File: src/design/sfm_pkg.sv
// shared constants, register map and types of the supply fault manager
package sfm_pkg;

  // ************************************************************
  // register map (byte addresses, one word each)
  // ************************************************************
  localparam logic [7:0] SFM_ADDR_CTRL     = 8'h00;
  localparam logic [7:0] SFM_ADDR_STATUS   = 8'h04;
  localparam logic [7:0] SFM_ADDR_IRQ_STAT = 8'h08;
  localparam logic [7:0] SFM_ADDR_IRQ_CLR  = 8'h0c;
  localparam logic [7:0] SFM_ADDR_IRQ_EN   = 8'h10;
  localparam logic [2:0] SFM_HSIZE_WORD    = 3'h2;

  // control register fields
  localparam int SFM_CTRL_CLR    = 0;
  localparam int SFM_CTRL_DIS_UV = 1;
  localparam int SFM_CTRL_DIS_OV = 2;
  localparam int SFM_CTRL_MODE   = 3;
  localparam int SFM_CTRL_MODE_W = 2;

  // status register fields (flags in bits 5:0)
  localparam int SFM_NFLAG    = 6;
  localparam int SFM_FL_SUM   = 0;
  localparam int SFM_FL_UNDER = 1;
  localparam int SFM_FL_OVER  = 2;
  localparam int SFM_FL_SD    = 3;
  localparam int SFM_FL_SH    = 4;
  localparam int SFM_FL_GV    = 5;
  localparam int SFM_ST_PIN   = 8;
  localparam int SFM_ST_BLOCK = 9;
  localparam int SFM_ST_SHUT  = 10;
  localparam int SFM_ST_OCST  = 12;

  // interrupt events
  localparam int SFM_NIRQ        = 3;
  localparam int SFM_IRQ_ASSERT  = 0;
  localparam int SFM_IRQ_RELEASE = 1;
  localparam int SFM_IRQ_WAKE    = 2;

  // synchroniser vector positions
  localparam int SFM_NSYNC = 10;
  localparam int SFM_S_RAILS = 0;
  localparam int SFM_S_DRH   = 1;
  localparam int SFM_S_GV    = 2;
  localparam int SFM_S_SH    = 3;
  localparam int SFM_S_SD    = 4;
  localparam int SFM_S_OVER  = 5;
  localparam int SFM_S_UNDER = 6;
  localparam int SFM_S_CORE  = 7;
  localparam int SFM_S_EN    = 8;
  localparam int SFM_S_PIN   = 9;

  // retry delay default in cycles, free value
  localparam logic [31:0] SFM_RETRY_CYCLES_DEF = 32'h0007_a120;

  // ************************************************************
  // types
  // ************************************************************
  typedef enum logic [1:0] {
    SFM_MODE_LATCH   = 2'b00,
    SFM_MODE_RETRY   = 2'b01,
    SFM_MODE_REPORT  = 2'b10,
    SFM_MODE_DISABLE = 2'b11
  } sfm_oc_mode_t;

  typedef enum logic [1:0] {
    SFM_OC_IDLE   = 2'b00,
    SFM_OC_LATCH  = 2'b01,
    SFM_OC_REPORT = 2'b10,
    SFM_OC_RETRY  = 2'b11
  } sfm_oc_state_t;

  typedef struct packed {
    logic core_supply_low;
    logic supply_under;
    logic supply_over;
    logic switch_drop_overcurrent;
    logic shunt_overcurrent;
    logic gate_voltage_fault;
    logic drive_rail_high;
    logic rails_started;
  } sfm_fault_in_t;

  typedef struct packed {
    logic shutdown;
    logic gate_block;
    logic buck_en;
    logic pump_en;
    logic core_reg_en;
    logic always_on_reg_en;
    logic host_reg_en;
  } sfm_rail_out_t;

  typedef struct packed {
    logic [SFM_NSYNC-1:0] sync1;
    logic [SFM_NSYNC-1:0] sync2;
    logic                 en_prev;
    logic                 dis_uv;
    logic                 dis_ov;
    sfm_oc_mode_t         oc_mode;
    logic                 clr_pulse;
    logic [SFM_NFLAG-1:0] flags;
    logic                 ov_lock;
    sfm_oc_state_t        oc_state;
    logic [31:0]          retry_cnt;
    logic [SFM_NIRQ-1:0]  irq_stat;
    logic [SFM_NIRQ-1:0]  irq_en;
    logic                 dp_valid;
    logic                 dp_write;
    logic [7:0]           dp_addr;
    logic [31:0]          hrdata;
    logic                 pin_low;
    sfm_rail_out_t        rails;
  } sfm_state_t;

  localparam sfm_rail_out_t SFM_RAILS_RST = '{shutdown: 1'b0, gate_block: 1'b1, buck_en: 1'b0,
                                              pump_en: 1'b0, core_reg_en: 1'b0,
                                              always_on_reg_en: 1'b1, host_reg_en: 1'b1};
  // enable synchroniser and edge history start at the idle high level, so no false clear follows reset
  localparam sfm_state_t SFM_STATE_RST = '{sync1: 10'h100, sync2: 10'h100, en_prev: 1'b1,
                                           oc_mode: SFM_MODE_LATCH, oc_state: SFM_OC_IDLE,
                                           pin_low: 1'b1, rails: SFM_RAILS_RST, default: '0};

endpackage

File: src/design/sfm_fault_manager.sv
// supply fault manager: fault indicator, latched flags, recovery and ahb-lite registers
`timescale 1ns/1ns

module sfm_fault_manager
  import sfm_pkg::*;
#(
  parameter logic [31:0] RETRY_CYCLES = SFM_RETRY_CYCLES_DEF
) (
  input  wire logic          hclk,
  input  wire logic          hresetn,
  input  wire logic          hsel,
  input  wire logic [31:0]   haddr,
  input  wire logic [1:0]    htrans,
  input  wire logic          hwrite,
  input  wire logic [2:0]    hsize,
  input  wire logic          hready,
  input  wire logic [31:0]   hwdata,
  output logic [31:0]        hrdata,
  output logic               hreadyout,
  output logic               hresp,
  input  wire sfm_fault_in_t fault_in,
  input  wire logic          enable_pin,
  input  wire logic          fault_out_n_i,
  output logic               fault_out_n_o,
  output logic               fault_out_n_oe,
  output sfm_rail_out_t      rails,
  output logic               irq
);

  // ************************************************************
  // parameter check
  // ************************************************************
  if (RETRY_CYCLES < 32'h1) begin : g_bad_retry
    $error("retry delay must be at least one cycle");
  end

  // ************************************************************
  // state
  // ************************************************************
  sfm_state_t r;
  sfm_state_t n;

  logic [SFM_NSYNC-1:0] s;
  logic                 en_rise;
  logic                 clear;
  logic                 sd_ev;
  logic                 sh_ev;
  logic                 oc_ev;
  logic                 gv_ev;
  logic                 oc_cond;
  logic                 retry_done;
  logic                 uv_act;
  logic                 ov_act;
  logic                 addr_ok;
  logic                 wr_hit;
  logic [SFM_NIRQ-1:0]  irq_ev;
  logic [SFM_NIRQ-1:0]  irq_clr;
  logic [31:0]          rd_mux;

  // ************************************************************
  // next-state logic
  // ************************************************************
  always_comb begin
    n = r;
    // two-flop synchronisers on every pin and comparator input
    n.sync1 = {fault_out_n_i, enable_pin, fault_in};
    n.sync2 = r.sync1;
    s = r.sync2;

    // clear source: enable low pulse ending, or command pulse
    en_rise   = s[SFM_S_EN] & ~r.en_prev;
    n.en_prev = s[SFM_S_EN];
    clear     = r.clr_pulse | en_rise;
    n.clr_pulse = 1'b0;

    // overcurrent and gate-voltage events
    sd_ev   = s[SFM_S_SD] & (r.oc_mode != SFM_MODE_DISABLE);
    sh_ev   = s[SFM_S_SH] & (r.oc_mode != SFM_MODE_DISABLE);
    oc_ev   = sd_ev | sh_ev;
    gv_ev   = s[SFM_S_GV];
    oc_cond = oc_ev | gv_ev;
    retry_done = (r.oc_state == SFM_OC_RETRY) && (r.retry_cnt == RETRY_CYCLES - 32'h1);

    // overcurrent recovery state machine
    case (r.oc_state)
      SFM_OC_IDLE: begin
        if (gv_ev || (oc_ev && r.oc_mode == SFM_MODE_LATCH)) begin
          n.oc_state = SFM_OC_LATCH;
        end else if (oc_ev && r.oc_mode == SFM_MODE_RETRY) begin
          n.oc_state  = SFM_OC_RETRY;
          n.retry_cnt = 32'h0;
        end else if (oc_ev && r.oc_mode == SFM_MODE_REPORT) begin
          n.oc_state = SFM_OC_REPORT;
        end
      end
      SFM_OC_LATCH: begin
        if (clear && !oc_cond) begin
          n.oc_state = SFM_OC_IDLE;
        end
      end
      SFM_OC_REPORT: begin
        if (gv_ev || (oc_ev && r.oc_mode == SFM_MODE_LATCH)) begin
          n.oc_state = SFM_OC_LATCH;
        end else if (clear && !oc_cond) begin
          n.oc_state = SFM_OC_IDLE;
        end
      end
      SFM_OC_RETRY: begin
        if (gv_ev) begin
          n.oc_state = SFM_OC_LATCH;
        end else if (retry_done) begin
          n.oc_state  = SFM_OC_IDLE;
          n.retry_cnt = 32'h0;
        end else begin
          n.retry_cnt = r.retry_cnt + 32'h1;
        end
      end
      default: begin
        n.oc_state = SFM_OC_IDLE;
      end
    endcase

    // sticky flags, a setting event wins over a clear in the same cycle
    n.flags[SFM_FL_UNDER] = s[SFM_S_UNDER] | (r.flags[SFM_FL_UNDER] & ~clear);
    n.flags[SFM_FL_OVER]  = s[SFM_S_OVER] | (r.flags[SFM_FL_OVER] & ~clear);
    n.flags[SFM_FL_SD]    = sd_ev | (r.flags[SFM_FL_SD] & ~clear & ~retry_done);
    n.flags[SFM_FL_SH]    = sh_ev | (r.flags[SFM_FL_SH] & ~clear & ~retry_done);
    n.flags[SFM_FL_GV]    = gv_ev | (r.flags[SFM_FL_GV] & ~clear);
    n.flags[SFM_FL_SUM]   = |n.flags[SFM_NFLAG-1:1];

    // gate lock after supply high, released only by clear
    n.ov_lock = (s[SFM_S_OVER] & ~r.dis_ov) | (r.ov_lock & ~clear);

    // power and gate response
    uv_act = s[SFM_S_UNDER] & ~r.dis_uv;
    ov_act = s[SFM_S_OVER] & ~r.dis_ov;
    n.rails.shutdown         = s[SFM_S_CORE];
    n.rails.always_on_reg_en = 1'b1;
    n.rails.host_reg_en      = 1'b1;
    n.rails.core_reg_en      = ~(s[SFM_S_CORE] | uv_act | ov_act);
    n.rails.buck_en          = ~(s[SFM_S_CORE] | uv_act | ov_act | s[SFM_S_DRH]);
    n.rails.pump_en          = ~(s[SFM_S_CORE] | uv_act | ov_act | s[SFM_S_DRH]);
    n.rails.gate_block       = s[SFM_S_CORE] | uv_act | ov_act | n.ov_lock | s[SFM_S_DRH]
                               | (n.oc_state == SFM_OC_LATCH) | (n.oc_state == SFM_OC_RETRY);

    // fault pin: core low, under, over or drive-rail fault present, overcurrent state other than idle, or rails not up
    n.pin_low = s[SFM_S_CORE] | s[SFM_S_UNDER] | s[SFM_S_OVER] | s[SFM_S_DRH]
                | ~s[SFM_S_RAILS] | (n.oc_state != SFM_OC_IDLE);

    // ahb-lite data phase: register writes
    addr_ok = (r.dp_addr[1:0] == 2'b00);
    wr_hit  = r.dp_valid & r.dp_write & addr_ok;
    irq_clr = '0;
    if (wr_hit) begin
      case (r.dp_addr)
        SFM_ADDR_CTRL: begin
          n.clr_pulse = hwdata[SFM_CTRL_CLR];
          n.dis_uv    = hwdata[SFM_CTRL_DIS_UV];
          n.dis_ov    = hwdata[SFM_CTRL_DIS_OV];
          n.oc_mode   = sfm_oc_mode_t'(hwdata[SFM_CTRL_MODE +: SFM_CTRL_MODE_W]);
        end
        SFM_ADDR_IRQ_CLR: begin
          irq_clr = hwdata[SFM_NIRQ-1:0];
        end
        SFM_ADDR_IRQ_EN: begin
          n.irq_en = hwdata[SFM_NIRQ-1:0];
        end
        default: begin
        end
      endcase
    end

    // interrupt events: pin asserted, pin released, shutdown left
    irq_ev[SFM_IRQ_ASSERT]  = n.pin_low & ~r.pin_low;
    irq_ev[SFM_IRQ_RELEASE] = ~n.pin_low & r.pin_low;
    irq_ev[SFM_IRQ_WAKE]    = r.rails.shutdown & ~n.rails.shutdown;
    n.irq_stat = irq_ev | (r.irq_stat & ~irq_clr);

    // ahb-lite address phase: capture, read data from post-write state
    n.dp_valid = hsel & htrans[1] & hready;
    n.dp_write = hwrite & (hsize == SFM_HSIZE_WORD);
    n.dp_addr  = haddr[7:0];
    rd_mux = '0;
    case (haddr[7:0])
      SFM_ADDR_CTRL: begin
        rd_mux[SFM_CTRL_DIS_UV] = n.dis_uv;
        rd_mux[SFM_CTRL_DIS_OV] = n.dis_ov;
        rd_mux[SFM_CTRL_MODE +: SFM_CTRL_MODE_W] = n.oc_mode;
      end
      SFM_ADDR_STATUS: begin
        rd_mux[SFM_NFLAG-1:0]             = n.flags;
        rd_mux[SFM_ST_PIN]                = s[SFM_S_PIN];
        rd_mux[SFM_ST_BLOCK]              = n.rails.gate_block;
        rd_mux[SFM_ST_SHUT]               = n.rails.shutdown;
        rd_mux[SFM_ST_OCST +: 2]          = n.oc_state;
      end
      SFM_ADDR_IRQ_STAT: begin
        rd_mux[SFM_NIRQ-1:0] = n.irq_stat;
      end
      SFM_ADDR_IRQ_EN: begin
        rd_mux[SFM_NIRQ-1:0] = n.irq_en;
      end
      default: begin
        rd_mux = '0;
      end
    endcase
    if (n.dp_valid && !hwrite) begin
      n.hrdata = rd_mux;
    end
  end

  // ************************************************************
  // state register
  // ************************************************************
  always_ff @(posedge hclk or negedge hresetn) begin
    if (!hresetn) begin
      r <= SFM_STATE_RST;
    end else begin
      r <= n;
    end
  end

  // ************************************************************
  // outputs
  // ************************************************************
  assign hrdata         = r.hrdata;
  assign hreadyout      = 1'b1;  // zero wait states
  assign hresp          = 1'b0;  // always okay
  assign fault_out_n_o  = 1'b0;  // open drain, only ever pulls low
  assign fault_out_n_oe = r.pin_low;
  assign rails          = r.rails;
  assign irq            = |(r.irq_stat & r.irq_en);
endmodule

File: config.mk
export PLATFORM = sky130hd
export DESIGN_NAME = sfm_fault_manager
export DESIGN_NICKNAME = d
export VERILOG_FILES = /design/src/design/sfm_pkg.sv /design/src/design/sfm_fault_manager.sv
export SDC_FILE = /design/constraint.sdc
export NUM_CORES = 1
export LEC_CHECK = 0
export ABC_AREA = 1
export BUFFER_PORTS_ARGS = -buffer_cell sky130_fd_sc_hd__buf_2
export CAP_MARGIN = 0
export CORE_ASPECT_RATIO = 1.25
export CORE_MARGIN = 2
export CORE_UTILIZATION = 23
export CTS_CLUSTER_SIZE = 20
export DETAILED_ROUTE_END_ITERATION = 8
export PLACE_DENSITY = 0.48
export SKIP_LAST_GASP = 1
export SLEW_MARGIN = 10
export SYNTH_ARGS = -nofsm -noshare
export SYNTH_HDL_FRONTEND = slang
export SYNTH_SLANG_ARGS = --single-unit
File: constraint.sdc
create_clock -name hclk -period 1.9 [get_ports hclk]
set_clock_uncertainty 0.2 [all_clocks]
set_input_delay 0.19 -clock hclk [delete_from_list [all_inputs] [get_ports hclk]]
set_output_delay 0.19 -clock hclk [all_outputs]
set_load 0.01 [all_outputs]
==> results.json <==
{
  "outcome": "finished, violations left",
  "violations": "negative setup slack",
  "area_delta_synth_final_pct": 47.4,
  "grt_antenna_before_repair": 0,
  "rrSetupSlack_ps": -200,
  "worst-path-stages": 12,
  "arrival_ps": 2140,
  "fin_util_pct": 34.3,
  "cp_max_fo": 5,
  "finalSetupViolations": 34,
  "num_rows": 60,
  "drt_wl_total_mm": 13.6,
  "rr_endpoint": "r[72]$_DFFE_PN0P_",
  "fin_crit_ps": 2100,
  "dp_hpwl_mm": 10.5,
  "cp_cell_sequence": "ha_2 > nand2_2 > nor2_4 > nand3_2 > nor2_4 > nand2_4 > buf_6 > nand2_4 > buf_6 > a21oi_2 > o22ai_1 > inv_1",
  "cts_num_sinks": 98,
  "diodes": 0,
  "die_x_um": 136,
  "grt_pass1_wl_mm": 22.6,
  "antenna_left": 0,
  "grt_pass1_vias": 4536,
  "gp_congestion": 0.821,
  "critPathSlowestCell": "dfrtp_1",
  "maxCapViolCount": 0,
  "grt_remaining_overflow": 0,
  "maxSlewViolCount": 0,
  "final_cells": 1070,
  "yosys_warnings": 0,
  "period_share_pct": 110,
  "ys_async_sr_fraction_pct": 100,
  "fmaxAchievable_mhz": 477,
  "syn-instance-count": 579,
  "drive_gt1_share_pct": 39.3,
  "fin_ws_ps": -196,
  "place_inst": 1005,
  "wl_per_cell_um": 12.7,
  "num_vias": 4387,
  "yosysSeqAreaShare_pct": 49.2,
  "die_y_um": 169,
  "ys_ff_latch": 98,
  "port_buffers": 49,
  "io_pins": 128,
  "setup_tns_ps": -2570,
  "ys_types": 48,
  "hp-class": "in -> reg",
  "clk_path_buf_depth": 2,
  "ir_drop_uv": 407,
  "worst_setup_path_end_kind": "register",
  "cp_data_required_time_ps": 1950,
  "synth_ff_type": "dfrtp_1",
  "timing.rr.start": "r[56]$_DFFE_PN0P_",
  "crit_family": "simple AND/OR/NAND/NOR gates",
  "start_util_pct": 23.3,
  "coreArea_um2": 21500,
  "firstDrtPassIters": 4,
  "cp-start-kind": "register",
  "fin_nets": 871,
  "crit_end": "r[72]$_DFFE_PN0P_",
  "cts_tree": "built",
  "crit_buf_inv": 3,
  "drt_iter0_drc": 157,
  "rsz0062_at_grt": "yes",
  "cts-root-buf": "clkbuf_16",
  "cts_inserted_buffers": 9,
  "viasPerCell": 4.10,
  "die_area_um2": 22900,
  "fillers": 2312,
  "power.density_nw_per_um2": 578,
  "drc_errors": 0,
  "p_leak_uw": 0.00360,
  "htreeDepth": 3,
  "synth_edf_count": 0,
  "worst_path_largest_cell_delay_ps": 360,
  "clk_pin_slew_ps": 80,
  "reg2reg_depth": 12,
  "holdPathStages": 5,
  "synth.avg_cell_area_um2": 8.64,
  "critPathLaunch": "r[56]$_DFFE_PN0P_",
  "synth.cell_area_um2": 5000,
  "grt_max_degree": 46,
  "crit_type": "reg -> reg",
  "clkLatencyLatePin_ps": 360,
  "finalHoldViolCount": 0,
  "grt_util_all_layers_pct": 12.6
}
[worst min-delay path by stage]
stage | startpoint | end | slack, ps
floorplan | hresetn | hrdata[0]$_DFFE_PN0P_ | -310
global route | hwrite | hrdata[0]$_DFFE_PN0P_ | 60
detailed placement | hresetn | r[65]$_DFFE_PN0P_ | -140
global placement | hresetn | s[2]$_DFF_PN0_ | -140
CTS | hwrite | hrdata[0]$_DFFE_PN0P_ | 40
finish | hwrite | hrdata[0]$_DFFE_PN0P_ | 50
[layout make-up]
| cell class | count | area (um^2) | share of cell area [%] |
|---|---|---|---|
| sequential | 98 | 2460 | 33.4 |
| multi-input combinational | 387 | 2330 | 31.6 |
| timing repair buffer | 216 | 1630 | 22.1 |
| tap | 279 | 349 | 4.74 |
| inverter | 74 | 295 | 4.01 |
| clock buffer | 9 | 225 | 3.06 |
| clock inverter | 7 | 78.8 | 1.07 |
[report_power, final]
part,switching [uW],internal (uW),total [uW]
registers,17.4,2130,2150
logic,144,109,253
clock network,922,936,1860
[repair_timing]
action | CTS | global route
hold endpoints to repair | 119 | 0
endpoints found under the setup margin | 36 | 47
resized for setup | 57 | 37
gates cloned | 1 | 0
setup buffers | 17 | 4
pin swaps | 19 | 17
hold buffers | 28 | 0
[flip-flops by register name, summed over array words and instances, names as in the netlist]
signal,count
s,10
n,10
r,62
rails,4
hrdata,11
fault_out_n_oe,1
[per-layer routing]
layer,up-vias,GRT usage [%],share of wire (%)
li1,2232,-,-
met1,2078,14.5,41
met2,62,23.6,54
met3,15,2.55,2.6
met4,0,3.40,1.8
met5,-,0,0
[stage by stage]
stage               area, um^2  setup slack [ps]  hold slack, ps  total power [uW]
floorplan                 5100             -44.9            -306              2310
global placement          6280              -307            -136              2400
detailed placement        6280              -318            -136              2400
CTS                       7220              -200            36.1              4330
global route              7370              -347            61.0              4470
finish                    7370              -196            49.7              4260
[layout by cell type (no fill, tap or decap), types with 3 or more instances in the layout]
cell / netlist / routed
nor3_2: 6 / 8
a21oi_1: 18 / 13
clkinv_4: 0 / 3
nand3_2: 1 / 7
dlygate4sd3_1: 0 / 28
a22o_1: 4 / 4
o21ai_0: 26 / 14
nand2_8: 0 / 3
conb_1: 2 / 26
inv_1: 67 / 64
a31oi_1: 3 / 3
o21ai_1: 5 / 13
nand3_1: 36 / 29
nor2_2: 5 / 7
dfrtp_1: 93 / 93
a21oi_2: 0 / 5
nor4_1: 6 / 3
clkinv_8: 0 / 3
buf_2: 0 / 48
buf_4: 43 / 129
nand2_2: 13 / 17
o21ai_2: 2 / 6
nor2_1: 50 / 43
dfstp_2: 5 / 5
nor2_4: 6 / 11
nand2_4: 2 / 4
inv_2: 6 / 7
nand4_1: 6 / 6
nand3_4: 2 / 3
xor2_1: 5 / 4
buf_6: 0 / 9
nand2_1: 116 / 108
nor3_1: 21 / 17
nor4_2: 2 / 4
clkbuf_16: 0 / 9
nor3_4: 1 / 3
[worst reg2reg max path, delay by kind of cell (launching register included)]
kind / cells / cell delay, ps
AOI/OAI and AO/OA: 2 / 200
adders and majority gates: 1 / 180
buffers and inverters: 3 / 350
and+or+nand+nor: 6 / 720
DFF: 1 / 360
[synth_stat cells, types with 6 or more instances]
library cell / count / area share (%)
nand2_1: 116 / 8.7
nor3_1: 21 / 2.1
nor2_4: 6 / 1.4
dfrtp_1: 93 / 47
a21oi_1: 18 / 1.8
nand3_1: 36 / 3.6
nand4_1: 6 / 0.75
nand2_2: 13 / 1.6
nor3_2: 6 / 1.2
inv_1: 67 / 5.0
o21ai_0: 26 / 2.6
buf_4: 43 / 6.5
inv_2: 6 / 0.45
nor4_1: 6 / 0.75
nor2_1: 50 / 3.8
[kinds of logic (layout without fill, tap and decap cells)]
family,Yosys count,after routing,synth area share (%)
adder cells (fa/ha/maj),1,1,0.250
other,2,26,0.150
XOR/XNOR,6,6,1.05
AO/OA/AOI/OAI,70,70,8.36
buffers and inverters,119,306,12.2
AND/OR/NAND/NOR,283,284,28.9
flip-flops,98,98,49.2
Note: power is estimated with default switching activity, not from simulation.
